**src/hdl/idc_defs.svh**
```systemverilog
// Purpose: Constants for the I2C converter code register block
// Assumes: 100 MHz mclk
// Notes:   Bit offsets, addresses, codes, reset value and timing counts
`ifndef IDC_DEFS_SVH
`define IDC_DEFS_SVH
`define IDC_CLK_PERIOD_NS   10
`define IDC_SPIKE_FS_NS     50
`define IDC_SPIKE_HS_NS     10
`define IDC_SPIKE_FS_CYC    ((`IDC_SPIKE_FS_NS / `IDC_CLK_PERIOD_NS) + 1)
`define IDC_SPIKE_HS_CYC    ((`IDC_SPIKE_HS_NS / `IDC_CLK_PERIOD_NS) + 1)
`define IDC_BCAST_ADDR      7'h48
`define IDC_OWN_ADDR_DEF    7'h0c
`define IDC_HS_CODE_TOP     5'h01
`define IDC_REG_RESET       16'h0000
`define IDC_PD_HI_BIT       13
`define IDC_PD_LO_BIT       12
`define IDC_CODE_MSB        11
`define IDC_CODE_LSB        2
`endif

```
**src/hdl/idc_pkg.sv**
```systemverilog
// Purpose: Types for the I2C converter code register block
// Assumes: Nothing
// Notes:   States Gray coded along the usual path
package idc_pkg;
  typedef enum logic [2:0] {
    IDC_IDLE = 3'h0,
    IDC_ADDR = 3'h1,
    IDC_AACK = 3'h3,
    IDC_WDAT = 3'h2,
    IDC_WACK = 3'h6,
    IDC_RDAT = 3'h7,
    IDC_RACK = 3'h5,
    IDC_SKIP = 3'h4
  } idc_state_t;
  typedef enum logic [1:0] {
    IDC_PD_ON   = 2'h0,
    IDC_PD_2K5  = 2'h1,
    IDC_PD_100K = 2'h2,
    IDC_PD_HIZ  = 2'h3
  } idc_pd_t;
endpackage

```
**src/hdl/idc_line_if.sv**
```systemverilog
// Purpose: Filtered bus lines and their events
// Assumes: All signals on mclk
// Notes:   Filter drives line events, slave core reads them and drives hs_mode
`timescale 1ns/1ps
interface idc_line_if;
  logic scl;
  logic sda;
  logic scl_rise;
  logic scl_fall;
  logic start;
  logic stop;
  logic hs_mode;
  modport filt (output scl, sda, scl_rise, scl_fall, start, stop, input hs_mode);
  modport core (input scl, sda, scl_rise, scl_fall, start, stop, output hs_mode);
endinterface

```
**src/hdl/idc_code_reg.sv**
```systemverilog
// Purpose: I2C slave holding the converter code register
// Assumes: Open-drain SDA, SCL input only, power-on reset on rst_b
// Notes:   Code and power-down outputs feed the analog section
// What this block does
// - Code field is unsigned 0..1023, selecting one of 1024 taps.
// - Reset clears the register; output stays zero until a full write.
// - Writes to the broadcast address are accepted like own-address writes.
// - Broadcast power-down code powers down every converter together.
// - SDA driven only during our acknowledge or a read data byte.
// - Both lines ignore pulses under 50 ns, or 10 ns in high speed.
// - On the last bit of the second byte, before its acknowledge, update output; accept further pairs.
// - Read returns upper then lower byte; master acks first, nacks second.
// - Either power-down bit set enters power-down, register kept.
`timescale 1ns/1ps
`include "idc_defs.svh"
module idc_code_reg
  import idc_pkg::*;
#(
  parameter logic [6:0] OWN_ADDR = `IDC_OWN_ADDR_DEF
) (
  // Clock and reset
  input  wire logic       mclk,
  input  wire logic       rst_b,
  // Bus pins
  input  wire logic       scl_in,
  input  wire logic       sda_in,
  output logic            sda_out,
  output logic            sda_oe,
  // Converter side
  output logic [9:0]      dac_code,
  output logic [1:0]      pd_mode,
  output logic            out_valid,
  output logic            hs_active
);
  idc_line_if ln ();
  idc_glitch_filter #(.CW(4)) u_filt (
    .mclk   (mclk),
    .rst_b  (rst_b),
    .scl_in (scl_in),
    .sda_in (sda_in),
    .ln     (ln.filt)
  );
  idc_state_t  st_q, st_d;
  logic [7:0]  sh_q;
  logic [2:0]  bit_q;
  logic        rd_q;
  logic        hi_q;
  logic [15:0] reg_q;
  logic [7:0]  hib_q;
  logic        valid_q;
  logic        hs_q;
  logic        hsc_q;
  logic        oe_q;
  logic [9:0]  code_q;
  logic [1:0]  pd_q;
  logic        ack_rise_q;

  wire        byte_done = ln.scl_rise && bit_q == 3'h7;
  wire [7:0]  rx_byte   = {sh_q[6:0], ln.sda};
  wire        own_hit   = rx_byte[7:1] == OWN_ADDR;
  wire        bc_hit    = rx_byte[7:1] == `IDC_BCAST_ADDR;
  wire        hs_code   = rx_byte[7:3] == `IDC_HS_CODE_TOP;
  wire        addr_ok   = own_hit || (bc_hit && !rx_byte[0]);
  wire        ack_end   = ln.scl_fall && ack_rise_q;
  wire [15:0] wr_word   = {hib_q, rx_byte};

  // Next state
  always_comb begin
    st_d = st_q;
    case (st_q)
      IDC_IDLE: st_d = IDC_IDLE;
      IDC_ADDR: if (byte_done) st_d = addr_ok ? IDC_AACK : IDC_SKIP;
      IDC_AACK: if (ack_end) st_d = rd_q ? IDC_RDAT : IDC_WDAT;
      IDC_WDAT: if (byte_done) st_d = IDC_WACK;
      IDC_WACK: if (ack_end) st_d = IDC_WDAT;
      IDC_RDAT: if (byte_done) st_d = IDC_RACK;
      IDC_RACK: if (ln.scl_rise) st_d = ln.sda ? IDC_SKIP : IDC_RDAT;
      IDC_SKIP: st_d = IDC_SKIP;
      default:  st_d = IDC_IDLE;
    endcase
    if (ln.stop)  st_d = IDC_IDLE;
    if (ln.start) st_d = IDC_ADDR;
  end

  always_ff @(posedge mclk) begin
    if (!rst_b) st_q <= IDC_IDLE;
    else        st_q <= st_d;
  end

  // Bit counter and shifter
  always_ff @(posedge mclk) begin
    if (!rst_b || ln.start || (st_q == IDC_AACK || st_q == IDC_WACK) && ack_end) begin
      bit_q <= 3'h0;
    end else if (st_q == IDC_RACK && ln.scl_rise) begin
      bit_q <= 3'h0;
    end else if (ln.scl_rise && st_q != IDC_IDLE && st_q != IDC_SKIP) begin
      bit_q <= bit_q + 3'h1;
    end
  end

  always_ff @(posedge mclk) begin
    if (!rst_b) sh_q <= 8'h00;
    else if (ln.scl_rise) sh_q <= rx_byte;
  end

  // Ack slot ends on the first fall after its own rise
  always_ff @(posedge mclk) begin
    if (!rst_b || (st_q != IDC_AACK && st_q != IDC_WACK)) ack_rise_q <= 1'b0;
    else if (ln.scl_rise)                                  ack_rise_q <= 1'b1;
  end

  // Direction, byte phase, write register
  always_ff @(posedge mclk) begin
    if (!rst_b) begin
      rd_q    <= 1'b0;
      hi_q    <= 1'b1;
      hib_q   <= 8'h00;
      reg_q   <= `IDC_REG_RESET;
      valid_q <= 1'b0;
    end else begin
      if (st_q == IDC_ADDR && byte_done) begin
        rd_q <= rx_byte[0];
        hi_q <= 1'b1;
      end
      if (st_q == IDC_WDAT && byte_done) begin
        hi_q <= ~hi_q;
        if (hi_q) begin
          hib_q <= rx_byte;
        end else begin
          reg_q   <= wr_word;
          valid_q <= 1'b1;
        end
      end
      if (st_q == IDC_RACK && ln.scl_rise) hi_q <= ~hi_q;
    end
  end

  // High-speed mode: master code seen, held until stop
  always_ff @(posedge mclk) begin
    if (!rst_b || ln.stop) begin
      hs_q  <= 1'b0;
      hsc_q <= 1'b0;
    end else begin
      if (st_q == IDC_ADDR && byte_done) hsc_q <= hs_code;
      if (ln.start && hsc_q) hs_q <= 1'b1;
    end
  end
  assign ln.hs_mode = hs_q;

  // SDA drive: update after SCL low so setup holds for the master
  wire rd_bit = hi_q ? reg_q[15 - 32'(bit_q)] : reg_q[7 - 32'(bit_q)];
  wire drv_ack = st_q == IDC_AACK || st_q == IDC_WACK;
  wire drv_rd  = st_q == IDC_RDAT && !rd_bit;
  // Last read bit stays driven while SCL is high, else a false stop
  wire hold_rd = st_q == IDC_RDAT || st_q == IDC_RACK;
  always_ff @(posedge mclk) begin
    if (!rst_b) oe_q <= 1'b0;
    else        oe_q <= !ln.scl_rise && !ln.scl && (drv_ack || drv_rd) ||
                        ln.scl && oe_q && (drv_ack || hold_rd);
  end
  assign sda_out = 1'b0;
  assign sda_oe  = oe_q;

  // Converter outputs: zero code until first complete write
  always_ff @(posedge mclk) begin
    if (!rst_b) begin
      code_q <= 10'h000;
      pd_q   <= 2'h0;
    end else if (valid_q) begin
      code_q <= reg_q[`IDC_CODE_MSB:`IDC_CODE_LSB];
      pd_q   <= {reg_q[`IDC_PD_HI_BIT], reg_q[`IDC_PD_LO_BIT]};
    end
  end
  assign dac_code  = code_q;
  assign pd_mode   = pd_q;
  assign out_valid = valid_q;
  assign hs_active = hs_q;

  // Assertions
  property p_reset_clear;
    @(posedge mclk) !rst_b |=> reg_q == 16'h0000 && code_q == 10'h000 && !valid_q;
  endproperty
  a_reset_clear: assert property (p_reset_clear) else $error("reset left data");

  property p_sda_only_owned;
    @(posedge mclk) disable iff (!rst_b)
      sda_oe |-> $past(st_q) inside {IDC_AACK, IDC_WACK, IDC_RDAT, IDC_RACK};
  endproperty
  a_sda_only_owned: assert property (p_sda_only_owned) else $error("sda driven");

  property p_pair_update;
    @(posedge mclk) disable iff (!rst_b)
      st_q == IDC_WDAT && byte_done && !hi_q |=> reg_q == $past(wr_word) ##1 valid_q;
  endproperty
  a_pair_update: assert property (p_pair_update) else $error("no update");

  property p_foreign_ignored;
    @(posedge mclk) disable iff (!rst_b)
      st_q == IDC_SKIP && !ln.start |=> $stable(reg_q);
  endproperty
  a_foreign_ignored: assert property (p_foreign_ignored) else $error("foreign write");

  property p_bcast_ack;
    @(posedge mclk) disable iff (!rst_b)
      st_q == IDC_ADDR && byte_done && bc_hit && !rx_byte[0] && !ln.start |=> st_q == IDC_AACK;
  endproperty
  a_bcast_ack: assert property (p_bcast_ack) else $error("broadcast refused");

  property p_pd_follows;
    @(posedge mclk) disable iff (!rst_b)
      valid_q |=> pd_q == {$past(reg_q[13]), $past(reg_q[12])};
  endproperty
  a_pd_follows: assert property (p_pd_follows) else $error("power-down lag");

  property p_code_range;
    @(posedge mclk) disable iff (!rst_b) valid_q |=> code_q == $past(reg_q[11:2]);
  endproperty
  a_code_range: assert property (p_code_range) else $error("code mismatch");

  property p_nack_ends_read;
    @(posedge mclk) disable iff (!rst_b)
      st_q == IDC_RACK && ln.scl_rise && ln.sda && !ln.start && !ln.stop |=> st_q == IDC_SKIP;
  endproperty
  a_nack_ends_read: assert property (p_nack_ends_read) else $error("nack ignored");

  c_write: cover property (@(posedge mclk) st_q == IDC_WACK && !hi_q);
  c_read:  cover property (@(posedge mclk) st_q == IDC_RACK);
  c_pd:    cover property (@(posedge mclk) pd_q != 2'h0);
  c_hs:    cover property (@(posedge mclk) hs_q);
endmodule // idc_code_reg

```
**src/hdl/idc_glitch_filter.sv**
```systemverilog
// Purpose: Synchronise and spike-filter SCL and SDA, detect bus events
// Assumes: Lines are asynchronous to mclk
// Notes:   Filter length follows the speed mode
`timescale 1ns/1ps
`include "idc_defs.svh"
module idc_glitch_filter
  import idc_pkg::*;
#(
  parameter int CW = 4
) (
  // Clock and reset
  input  wire logic mclk,
  input  wire logic rst_b,
  // Pins
  input  wire logic scl_in,
  input  wire logic sda_in,
  // Filtered side
  idc_line_if.filt  ln
);
  localparam logic [CW-1:0] FS_LEN = CW'(`IDC_SPIKE_FS_CYC);
  localparam logic [CW-1:0] HS_LEN = CW'(`IDC_SPIKE_HS_CYC);
  logic [1:0]    s1_q;
  logic [1:0]    s2_q;
  logic          flt_q [2];
  logic [1:0]    prv_q;
  logic [CW-1:0] cnt_q [2];
  wire  [CW-1:0] len = ln.hs_mode ? HS_LEN : FS_LEN;
  always_ff @(posedge mclk) begin
    s1_q <= {sda_in, scl_in};
    s2_q <= s1_q;
  end
  genvar g;
  generate
    for (g = 0; g < 2; g++) begin : g_line
      // Level must hold for the spike length before it is accepted
      always_ff @(posedge mclk) begin
        if (!rst_b) begin
          cnt_q[g] <= '0;
          flt_q[g] <= 1'b1;
        end else if (s2_q[g] == flt_q[g]) begin
          cnt_q[g] <= '0;
        end else if (cnt_q[g] + CW'(1) >= len) begin
          cnt_q[g] <= '0;
          flt_q[g] <= s2_q[g];
        end else begin
          cnt_q[g] <= cnt_q[g] + CW'(1);
        end
      end
    end
  endgenerate
  always_ff @(posedge mclk) begin
    if (!rst_b) prv_q <= 2'h3;
    else        prv_q <= {flt_q[1], flt_q[0]};
  end
  assign ln.scl      = flt_q[0];
  assign ln.sda      = flt_q[1];
  assign ln.scl_rise = flt_q[0] & ~prv_q[0];
  assign ln.scl_fall = ~flt_q[0] & prv_q[0];
  assign ln.start    = flt_q[0] & prv_q[0] & prv_q[1] & ~flt_q[1];
  assign ln.stop     = flt_q[0] & prv_q[0] & ~prv_q[1] & flt_q[1];
endmodule // idc_glitch_filter

```
**config.mk**
```make
export PLATFORM = sky130hd
export DESIGN_NAME = idc_code_reg
export DESIGN_NICKNAME = d
export VERILOG_FILES = /design/src/hdl/idc_pkg.sv /design/src/hdl/idc_line_if.sv /design/src/hdl/idc_code_reg.sv /design/src/hdl/idc_glitch_filter.sv
export VERILOG_INCLUDE_DIRS = /design/src /design/src/hdl
export SDC_FILE = /design/constraint.sdc
export NUM_CORES = 1
export LEC_CHECK = 0
export BUFFER_PORTS_ARGS = -buffer_cell sky130_fd_sc_hd__clkbuf_2
export CAP_MARGIN = 25
export CORE_ASPECT_RATIO = 1.1
export CORE_MARGIN = 2
export CORE_UTILIZATION = 54
export CTS_CLUSTER_SIZE = 16
export DETAILED_ROUTE_END_ITERATION = 10
export PLACE_DENSITY = 0.83
export RECOVER_POWER = 50
export SLEW_MARGIN = 10
export SYNTH_ARGS = -nofsm -noshare
export SYNTH_HDL_FRONTEND = slang
export SYNTH_SLANG_ARGS = --single-unit
```
**constraint.sdc**
```tcl
create_clock -name mclk -period 1.8 [get_ports mclk]
set_input_delay 0.18 -clock mclk [delete_from_list [all_inputs] [get_ports mclk]]
set_output_delay 0.18 -clock mclk [all_outputs]
set_load 0.01 [all_outputs]
```
==> impl_results.html, run 1 <==
<table>
<tr><th>Metric</th><th>Value</th></tr>
<tr><th colspan="2">Synth</th></tr>
<tr><td>Post-synth design cell area</td><td>3390 um2</td></tr>
<tr><td>Async S/R FF share, synth</td><td>0%</td></tr>
<tr><td>Syn Inst Count</td><td>342</td></tr>
<tr><td>Dominant cell type by area after synthesis</td><td>sky130_fd_sc_hd__dfxtp_1</td></tr>
<tr><td>Total of flip-flops plus latches after synthesis</td><td>72</td></tr>
<tr><td>Fraction of post-synthesis cell area in the top cell type by area</td><td>36.6%</td></tr>
<tr><td>Main area contributors after synthesis</td><td>sky130_fd_sc_hd__dfxtp_1 37%, sky130_fd_sc_hd__edfxtp_1 8.9%, sky130_fd_sc_hd__mux2i_1 7.1%</td></tr>
<tr><td>Count of unique library cells instantiated by Yosys</td><td>55</td></tr>
<tr><td>Number of warnings reported in the yosys synthesis log</td><td>0</td></tr>
<tr><td>Leading post-synthesis cells by instance count</td><td>62 x sky130_fd_sc_hd__dfxtp_1, 55 x sky130_fd_sc_hd__nand2_1, 30 x sky130_fd_sc_hd__nor2b_1</td></tr>
<tr><td>Per-instance average area after synthesis</td><td>9.92 um2</td></tr>
<tr><td>Most used standard cell by instance count after synthesis</td><td>sky130_fd_sc_hd__dfxtp_1</td></tr>
<tr><td>Primary FF master, synth</td><td>sky130_fd_sc_hd__dfxtp_1</td></tr>
<tr><td>Sequential-to-total area share from yosys stat</td><td>45.4%</td></tr>
<tr><td>Number of enable flip-flop cells after synthesis</td><td>10</td></tr>
<tr><th colspan="2">Setup path</th></tr>
<tr><td>CP cell instances</td><td>ha_2 -&gt; xor2_2 -&gt; ha_1 -&gt; a211oi_2 -&gt; nand3b_1 -&gt; nor2b_1</td></tr>
<tr><td>Crit path max-delay family</td><td>adder cells</td></tr>
<tr><td>Crit path buffers/inverters</td><td>0</td></tr>
<tr><td>Crit Reg-Reg Startpoint</td><td>u_filt.cnt_q[0][1]</td></tr>
<tr><td>Slowest cell delay on critical path</td><td>0.40 ns</td></tr>
<tr><td>Crit path arrival time</td><td>1.96 ns</td></tr>
<tr><td>Nature of the critical path endpoint</td><td>flop</td></tr>
<tr><td>Type of origin of the critical path</td><td>flop</td></tr>
<tr><td>Launch point of the worst path</td><td>u_filt.cnt_q[0][1]</td></tr>
<tr><td>Kind of critical path</td><td>flop to flop</td></tr>
<tr><td>Endpoint required time on the critical path</td><td>2.01 ns</td></tr>
<tr><td>Cell with the largest stage delay on the worst path</td><td>sky130_fd_sc_hd__edfxtp_1</td></tr>
<tr><td>Largest driver fanout on the critical path</td><td>3</td></tr>
<tr><th colspan="2">Flow run</th></tr>
<tr><td>Max Cap Viol</td><td>0</td></tr>
<tr><th colspan="2">Floorplanning</th></tr>
<tr><td>Starting density of the core</td><td>55.4%</td></tr>
<tr><td>Die outline width</td><td>79.6 um</td></tr>
<tr><td>Std-Cell Core Area</td><td>6120 um2</td></tr>
<tr><td>Die Span Y</td><td>87.1 um</td></tr>
<tr><td>Placement Rows</td><td>30</td></tr>
<tr><td>Count of boundary I/O pins</td><td>20</td></tr>
<tr><td>Overall die area</td><td>6930 um2</td></tr>
<tr><th colspan="2">Placement</th></tr>
<tr><td>Final weighted congestion of routability-driven global placement</td><td>0.891</td></tr>
<tr><td>DP HPWL</td><td>4.48 mm</td></tr>
<tr><td>Cell total after placement</td><td>446</td></tr>
<tr><td>Dpl cell area</td><td>3670 um2</td></tr>
<tr><td>Input/output buffers</td><td>18</td></tr>
<tr><td>Minimum setup slack after placement</td><td>-0.0299 ns</td></tr>
<tr><th colspan="2">Layout</th></tr>
<tr><td>Final Util</td><td>65.2%</td></tr>
<tr><td>FF/Latch Area</td><td>1550 um2</td></tr>
<tr><td>Diode insertion count for antenna repair</td><td>0</td></tr>
<tr><td>Fraction of layout instances using a drive strength above 1</td><td>15.2%</td></tr>
<tr><td>Layout overhead on the synthesized area</td><td>17.6%</td></tr>
<tr><td>Non-Filler Cell Area, Final</td><td>3990 um2</td></tr>
<tr><td>Filler-free cell count of the finished design</td><td>468</td></tr>
<tr><td>Post-layout net count</td><td>395</td></tr>
<tr><td>Number of fill cells</td><td>482</td></tr>
<tr><td>Multi-input combinational cell area</td><td>1820 um2</td></tr>
<tr><th colspan="2">Detailed routing</th></tr>
<tr><td>Iteration-0 DRC count of the detailed router</td><td>149</td></tr>
<tr><td>Antenna Violating Nets Remaining</td><td>0</td></tr>
<tr><td>Vias per Instance</td><td>5.44</td></tr>
<tr><td>DR DRC count</td><td>0</td></tr>
<tr><td>Post-DR wirelength/cell</td><td>14.2 um</td></tr>
<tr><td>Via count of the routed design</td><td>2545</td></tr>
<tr><td>Routed Wire Length</td><td>6.64 mm</td></tr>
<tr><td>Total iterations of the first detailed-routing run</td><td>5</td></tr>
<tr><th colspan="2">Power</th></tr>
<tr><td>Leakage power</td><td>1.50 nW</td></tr>
<tr><td>Sequential group share of total power</td><td>50.0%</td></tr>
<tr><td>Clock network fraction of design power</td><td>44.8%</td></tr>
<tr><td>Net switching fraction of the power</td><td>22.2%</td></tr>
<tr><td>Power density over the cells</td><td>841 nW/um2</td></tr>
<tr><td>Total power</td><td>3.36 mW</td></tr>
<tr><td>Total internal power</td><td>2.61 mW</td></tr>
<tr><td>Part of the power in combinational logic</td><td>5.2%</td></tr>
<tr><td>VDD IR max</td><td>0.646 mV</td></tr>
<tr><td>Power spent charging and discharging nets</td><td>743 uW</td></tr>
<tr><th colspan="2">CTS</th></tr>
<tr><td>Number of buffers inserted during clock tree synthesis</td><td>9</td></tr>
<tr><td>Latest clock arrival within the worst-skew pair</td><td>0.35 ns</td></tr>
<tr><td>TritonCTS Sinks</td><td>72</td></tr>
<tr><td>Clock transition at the register clock pins on the worst setup and hold paths after CTS</td><td>0.07 ns</td></tr>
<tr><td>Clock tree from TritonCTS</td><td>yes</td></tr>
<tr><td>H-tree levels</td><td>3</td></tr>
<tr><td>Clk root buf</td><td>sky130_fd_sc_hd__clkbuf_8</td></tr>
<tr><td>Max clock buf depth</td><td>2</td></tr>
<tr><th colspan="2">Timing</th></tr>
<tr><td>Final-layout worst hold slack</td><td>0.167 ns</td></tr>
<tr><td>Final worst clock skew</td><td>0.0108 ns</td></tr>
<tr><td>Slack of the critical path</td><td>0.0490 ns</td></tr>
<tr><td>Highest clock frequency the design can meet</td><td>571 MHz</td></tr>
<tr><td>Ratio of final minimum period to clock period</td><td>97.3%</td></tr>
<tr><td>Final setup violating endpoints</td><td>0</td></tr>
<tr><td>Setup repair after global routing missed its margin</td><td>true</td></tr>
<tr><td>Final Critical Period</td><td>1.75 ns</td></tr>
<tr><td>Final sum of negative setup slack</td><td>0 ns</td></tr>
<tr><td>Number of max-slew violations in the final report</td><td>0</td></tr>
<tr><td>Final hold violation count</td><td>0</td></tr>
<tr><th colspan="2">Global routing</th></tr>
<tr><td>GRT Total Usage</td><td>20.9%</td></tr>
<tr><td>Congestion Overflow GR</td><td>0</td></tr>
<tr><td>Maximum number of pins on one net before global-route repair</td><td>32</td></tr>
<tr><td>Vias in the first global route</td><td>2433</td></tr>
<tr><td>Antenna violations before repair</td><td>0</td></tr>
<tr><td>Wire length of the first global-routing pass</td><td>11.2 mm</td></tr>
<tr><th colspan="2">Worst hold path</th></tr>
<tr><td>Hold path start</td><td>rst_b</td></tr>
<tr><td>Min-delay worst type</td><td>input pin to flop</td></tr>
<tr><th colspan="2">Run status</th></tr>
<tr><td>Result of the run</td><td>complete, no violations</td></tr>
</table>
[layout make-up]
type                       instances  share of cell area (%)
multi-input combinational        254                    45.7
sequential                        72                    38.7
timing repair buffer              43                    6.84
clock buffer                      11                    3.83
tap                               80                    2.51
clock inverter                     5                    2.16
inverter                           3                   0.282
[registers in the layout, summed over array words and instances (netlist names)]
name	cells
st_q	3
sda_oe	1
u_filt.prv_q	2
hib_q	8
sh_q	7
bit_q	3
reg_q	16
hs_active	1
dac_code	10
ack_rise_q	1
out_valid	1
rd_q	1
hi_q	1
u_filt.s1_q	2
hsc_q	1
u_filt.cnt_q	8
u_filt.flt_q	2
pd_mode	2
u_filt.s2_q	2
[what timing repair did]
action	in CTS	in global routing
endpoints found under the setup margin	10	35
gates resized for setup	2	12
buffers inserted	0	4
pin swaps	0	7
hold buffers	2	0
cloned	0	0
hold endpoints to repair	2	0
[final timing paths]
| check | end | slack [ns] | depth (start not counted) |
|---|---|---|---|
| worst max-delay path | u_filt.cnt_q[0][2] | 0.05 | 6 |
| worst min-delay path | hs_active | 0.17 | 2 |
| worst max register to register | u_filt.cnt_q[0][2] | 0.05 | 6 |
| worst min register to register | u_filt.s2_q[1] | 0.33 | 0 |
[power groups by stage]
stage / combinational [mW] / sequential (mW) / clock [mW]
4_1_cts: 0.166 / 1.68 / 1.53
5_1_grt: 0.191 / 1.68 / 1.59
2_1_floorplan: 0.124 / 1.71 / 0
3_3_place_gp: 0.149 / 1.71 / 0
3_5_place_dp: 0.156 / 1.72 / 0
6_report: 0.173 / 1.68 / 1.50
[metal layers]
layer	vias up	global-route usage [%]	share of wire (%)
li1	1264	-	-
met1	1221	25.9	46
met2	42	34.5	48
met3	18	4.46	2.7
met4	0	10.5	2.9
met5	-	0	0
[logic make-up after synthesis]
logic type / synth area share (%)
flops: 45.4
other cells: 0.221
xor+xnor: 2.32
mux: 10.5
buf+inv: 3.43
fa+ha+maj: 2.95
compound gates: 13.8
simple gates: 21.3
[layout by cell type (no fill, tap or decap), drive strengths merged, types with 10 or more instances in the layout]
cell / n
nand2: 56
nor2: 12
buf: 21
a21boi: 23
edfxtp: 10
conb: 11
dfxtp: 62
o21ai: 10
mux2i: 24
nor2b: 30
nand2b: 11
clkbuf: 31
(Power assumes the default switching activity.)
==> inputs of run 2 (changes only) <==
- GPL_TIMING_DRIVEN: default -> 0
- RECOVER_POWER: 50 -> 100
==> run 2 against run 1 <==
Effect of this change:
- the flow now finishes with violations (negative setup slack)
- via count rose by 2.9%
- global-route usage increased by 0.053 points
- non-clock buffer count rose by 5
- final cell count is 1.1% higher
- clock power decreased by 19%
==> impl_results.html, run 2 (same netlist as run 1, synthesis figures left out) <==
<table>
<tr><th>Metric</th><th>Value</th></tr>
<tr><th colspan="2">Power</th></tr>
<tr><td>VDD IR max</td><td>0.595 mV (-7.8%)</td></tr>
<tr><td>Total power</td><td>3.06 mW (-8.7%)</td></tr>
<tr><td>Leakage power</td><td>1.46 nW (-2.3%)</td></tr>
<tr><td>Power density over the cells</td><td>782 nW/um2 (-7.0%)</td></tr>
<tr><th colspan="2">Timing</th></tr>
<tr><td>Final-layout worst hold slack</td><td>0.258 ns (+0.0902 ns)</td></tr>
<tr><td>Final setup violating endpoints</td><td>2 (+2)</td></tr>
<tr><td>Slack of the critical path</td><td>-0.0135 ns (-0.0624 ns)</td></tr>
<tr><td>Transition at the pin with the smallest max-transition slack</td><td>0.522 ns</td></tr>
<tr><td>Slew margin rel.</td><td>65.2%</td></tr>
<tr><td>Ratio of final minimum period to clock period</td><td>101% (+3.5 points)</td></tr>
<tr><td>Number of max-slew violations in the final report</td><td>0 (unchanged)</td></tr>
<tr><td>Final sum of negative setup slack</td><td>-0.0168 ns (-0.0168 ns)</td></tr>
<tr><td>Final worst clock skew</td><td>0.0119 ns (+0.00107 ns)</td></tr>
<tr><td>Final Critical Period</td><td>1.81 ns (+0.0624 ns)</td></tr>
<tr><td>Highest clock frequency the design can meet</td><td>551 MHz (-3.4%)</td></tr>
<tr><td>Setup repair after global routing missed its margin</td><td>true</td></tr>
<tr><td>Final hold violation count</td><td>0 (unchanged)</td></tr>
<tr><th colspan="2">Global routing</th></tr>
<tr><td>GRT Total Usage</td><td>21.0% (+0.053 points)</td></tr>
<tr><td>Vias in the first global route</td><td>2462 (+1.2%)</td></tr>
<tr><td>Antenna violations before repair</td><td>0 (unchanged)</td></tr>
<tr><td>Maximum number of pins on one net before global-route repair</td><td>17 (-47%)</td></tr>
<tr><td>Wire length of the first global-routing pass</td><td>11.1 mm (-0.55%)</td></tr>
<tr><td>Congestion Overflow GR</td><td>0 (unchanged)</td></tr>
<tr><th colspan="2">CTS</th></tr>
<tr><td>Clk root buf</td><td>sky130_fd_sc_hd__clkbuf_8</td></tr>
<tr><td>Clock tree from TritonCTS</td><td>yes</td></tr>
<tr><td>Latest clock arrival within the worst-skew pair</td><td>0.35 ns (about the same)</td></tr>
<tr><td>Clock transition at the register clock pins on the worst setup and hold paths after CTS</td><td>0.08 ns (about the same)</td></tr>
<tr><td>Max clock buf depth</td><td>2 (unchanged)</td></tr>
<tr><td>H-tree levels</td><td>3 (unchanged)</td></tr>
<tr><td>Number of buffers inserted during clock tree synthesis</td><td>9 (unchanged)</td></tr>
<tr><td>TritonCTS Sinks</td><td>72 (unchanged)</td></tr>
<tr><th colspan="2">Setup path</th></tr>
<tr><td>Count of cells along the worst register-to-register path</td><td>6 (unchanged)</td></tr>
<tr><td>CP cell instances</td><td>ha_2 -&gt; xor2_1 -&gt; ha_1 -&gt; a211oi_2 -&gt; nand3b_1 -&gt; nor2b_1</td></tr>
<tr><td>Launch point of the worst path</td><td>u_filt.cnt_q[0][1]</td></tr>
<tr><td>Kind of critical path</td><td>flop to flop</td></tr>
<tr><td>Type of origin of the critical path</td><td>flop</td></tr>
<tr><td>Largest driver fanout on the critical path</td><td>3 (unchanged)</td></tr>
<tr><td>Crit Reg-Reg Startpoint</td><td>u_filt.cnt_q[0][1]</td></tr>
<tr><td>Slowest cell delay on critical path</td><td>0.42 ns (+0.02 ns)</td></tr>
<tr><td>Crit path arrival time</td><td>2.02 ns (+0.06 ns)</td></tr>
<tr><td>Capture point of the worst reg-to-reg path</td><td>u_filt.cnt_q[0][2]</td></tr>
<tr><td>Endpoint required time on the critical path</td><td>2.00 ns (about the same)</td></tr>
<tr><td>Register-to-register setup slack</td><td>-0.01 ns (-0.06 ns)</td></tr>
<tr><td>Cell with the largest stage delay on the worst path</td><td>sky130_fd_sc_hd__edfxtp_1</td></tr>
<tr><td>Nature of the critical path endpoint</td><td>flop</td></tr>
<tr><th colspan="2">Placement</th></tr>
<tr><td>Input/output buffers</td><td>18 (unchanged)</td></tr>
<tr><td>Cell total after placement</td><td>449 (+0.67%)</td></tr>
<tr><td>Final weighted congestion of routability-driven global placement</td><td>0.880 (-1.2%)</td></tr>
<tr><td>Dpl cell area</td><td>3620 um2 (-1.4%)</td></tr>
<tr><td>Minimum setup slack after placement</td><td>-0.354 ns (-0.324 ns)</td></tr>
<tr><td>DP HPWL</td><td>4.66 mm (+3.9%)</td></tr>
<tr><th colspan="2">Run status</th></tr>
<tr><td>Violations in the final reports</td><td>negative setup slack</td></tr>
<tr><td>Result of the run</td><td>finished, violations left</td></tr>
<tr><th colspan="2">Worst hold path</th></tr>
<tr><td>Min-delay worst type</td><td>input pin to flop</td></tr>
<tr><td>Number of cells on the worst hold path</td><td>2 (unchanged)</td></tr>
<tr><td>Hold path start</td><td>rst_b</td></tr>
<tr><td>Worst-case hold path end point</td><td>u_filt.flt_q[1]</td></tr>
<tr><th colspan="2">Layout</th></tr>
<tr><td>Non-Filler Cell Area, Final</td><td>3920 um2 (-1.8%)</td></tr>
<tr><td>Diode insertion count for antenna repair</td><td>0 (unchanged)</td></tr>
<tr><td>Flip-flop count of the largest register after layout</td><td>16 (unchanged)</td></tr>
<tr><td>Filler-free cell count of the finished design</td><td>473 (+1.1%)</td></tr>
<tr><td>Most common library cell in the layout ignoring fill and taps</td><td>sky130_fd_sc_hd__dfxtp_1</td></tr>
<tr><td>Fraction of layout instances using a drive strength above 1</td><td>14.5% (-0.70 points)</td></tr>
<tr><td>Final Util</td><td>64.0% (-1.2 points)</td></tr>
<tr><td>Number of fill cells</td><td>497 (+3.1%)</td></tr>
<tr><td>Post-layout net count</td><td>400 (+1.3%)</td></tr>
<tr><td>Layout overhead on the synthesized area</td><td>15.5%</td></tr>
<tr><td>Commonest non-fill, non-tap cells in the layout</td><td>60 x sky130_fd_sc_hd__dfxtp_1, 55 x sky130_fd_sc_hd__nand2_1, 30 x sky130_fd_sc_hd__nor2b_1</td></tr>
<tr><td>Most flops, register</td><td>reg_q</td></tr>
<tr><th colspan="2">Detailed routing</th></tr>
<tr><td>Vias per Instance</td><td>5.53 (+1.8%)</td></tr>
<tr><td>Via count of the routed design</td><td>2618 (+2.9%)</td></tr>
<tr><td>DR DRC count</td><td>0 (unchanged)</td></tr>
<tr><td>Total iterations of the first detailed-routing run</td><td>4 (-1)</td></tr>
<tr><td>Antenna Violating Nets Remaining</td><td>0 (unchanged)</td></tr>
<tr><td>Post-DR wirelength/cell</td><td>14.6 um (+2.6%)</td></tr>
<tr><td>Routed Wire Length</td><td>6.89 mm (+3.7%)</td></tr>
<tr><td>Iteration-0 DRC count of the detailed router</td><td>211 (+42%)</td></tr>
<tr><th colspan="2">Floorplanning</th></tr>
<tr><td>Placement Rows</td><td>30 (unchanged)</td></tr>
<tr><td>Std-Cell Core Area</td><td>6120 um2 (unchanged)</td></tr>
<tr><td>Die Span Y</td><td>87.1 um (unchanged)</td></tr>
<tr><td>Count of boundary I/O pins</td><td>20 (unchanged)</td></tr>
<tr><td>Overall die area</td><td>6930 um2 (unchanged)</td></tr>
<tr><td>Starting density of the core</td><td>55.4% (unchanged)</td></tr>
<tr><td>Die outline width</td><td>79.6 um (unchanged)</td></tr>
<tr><th colspan="2">Flow run</th></tr>
<tr><td>Max Cap Viol</td><td>0 (unchanged)</td></tr>
</table>
## run 2: cell types whose count changed in the layout (fill, tap and decap cells not counted), moves of 3 or more
cell                       delta
sky130_fd_sc_hd__buf_4        -9
sky130_fd_sc_hd__clkbuf_1     +8
sky130_fd_sc_hd__buf_2        +5
sky130_fd_sc_hd__a21boi_0     -3
sky130_fd_sc_hd__clkbuf_2     +3
sky130_fd_sc_hd__dfxtp_2      -3
## run 2: critical path: cells and delay by family, from the launching register on
family                     cells  cell delay [ns]
adders and majority gates      2             0.48
AOI/OAI and AO/OA              1             0.28
xor gates and xnor gates       1             0.16
DFF                            1             0.42
and+or+nand+nor                2             0.32
## run 2: power by group
part / total, mW / switching [mW] / internal (mW)
Clock: 1.21 / 0.619 / 0.592
Combinational: 0.184 / 0.0988 / 0.0847
Sequential: 1.67 / 0.0193 / 1.65
Total: 3.06 / 0.737 / 2.33
## run 2: final cells by class
class	count	area, um2	share of cell area, %
plain buffers	21	100	2.56
clock inverters	5	36.3	0.926
clock buffers	11	153	3.90
flip-flops and latches	72	1550	39.5
well taps	80	100	2.56
inverters	3	11.3	0.287
multi-input cells	254	1820	46.6
repair buffers	27	144	3.67
## run 2: metal layers
layer | vias to the layer above | global-route usage, % | share of wire (%)
met5 | - | 0 | 0
met4 | 0 | 11.0 | 2.5
met3 | 16 | 3.42 | 4.4
met2 | 70 | 34.1 | 48
met1 | 1258 | 26.8 | 45
li1 | 1274 | - | -
## run 2: how the worst max path moves through the flow
stage | slack (ns) | to | depth (start not counted)
global placement | -0.31 | reg_q[10] | 7
global route | -0.13 | u_filt.cnt_q[1][2] | 6
CTS | 0.01 | u_filt.cnt_q[0][2] | 6
detailed placement | -0.35 | reg_q[12] | 7
finish | -0.01 | u_filt.cnt_q[0][2] | 6
floorplan | 0.03 | reg_q[7] | 7
## run 2: repair_timing
item,4_1_cts,5_1_grt
hold buffers,2,0
setup endpoints to repair,38,25
pin swaps,2,3
gates cloned,0,0
gates resized for setup,10,14
setup buffers,5,2
hold endpoints to repair,2,0
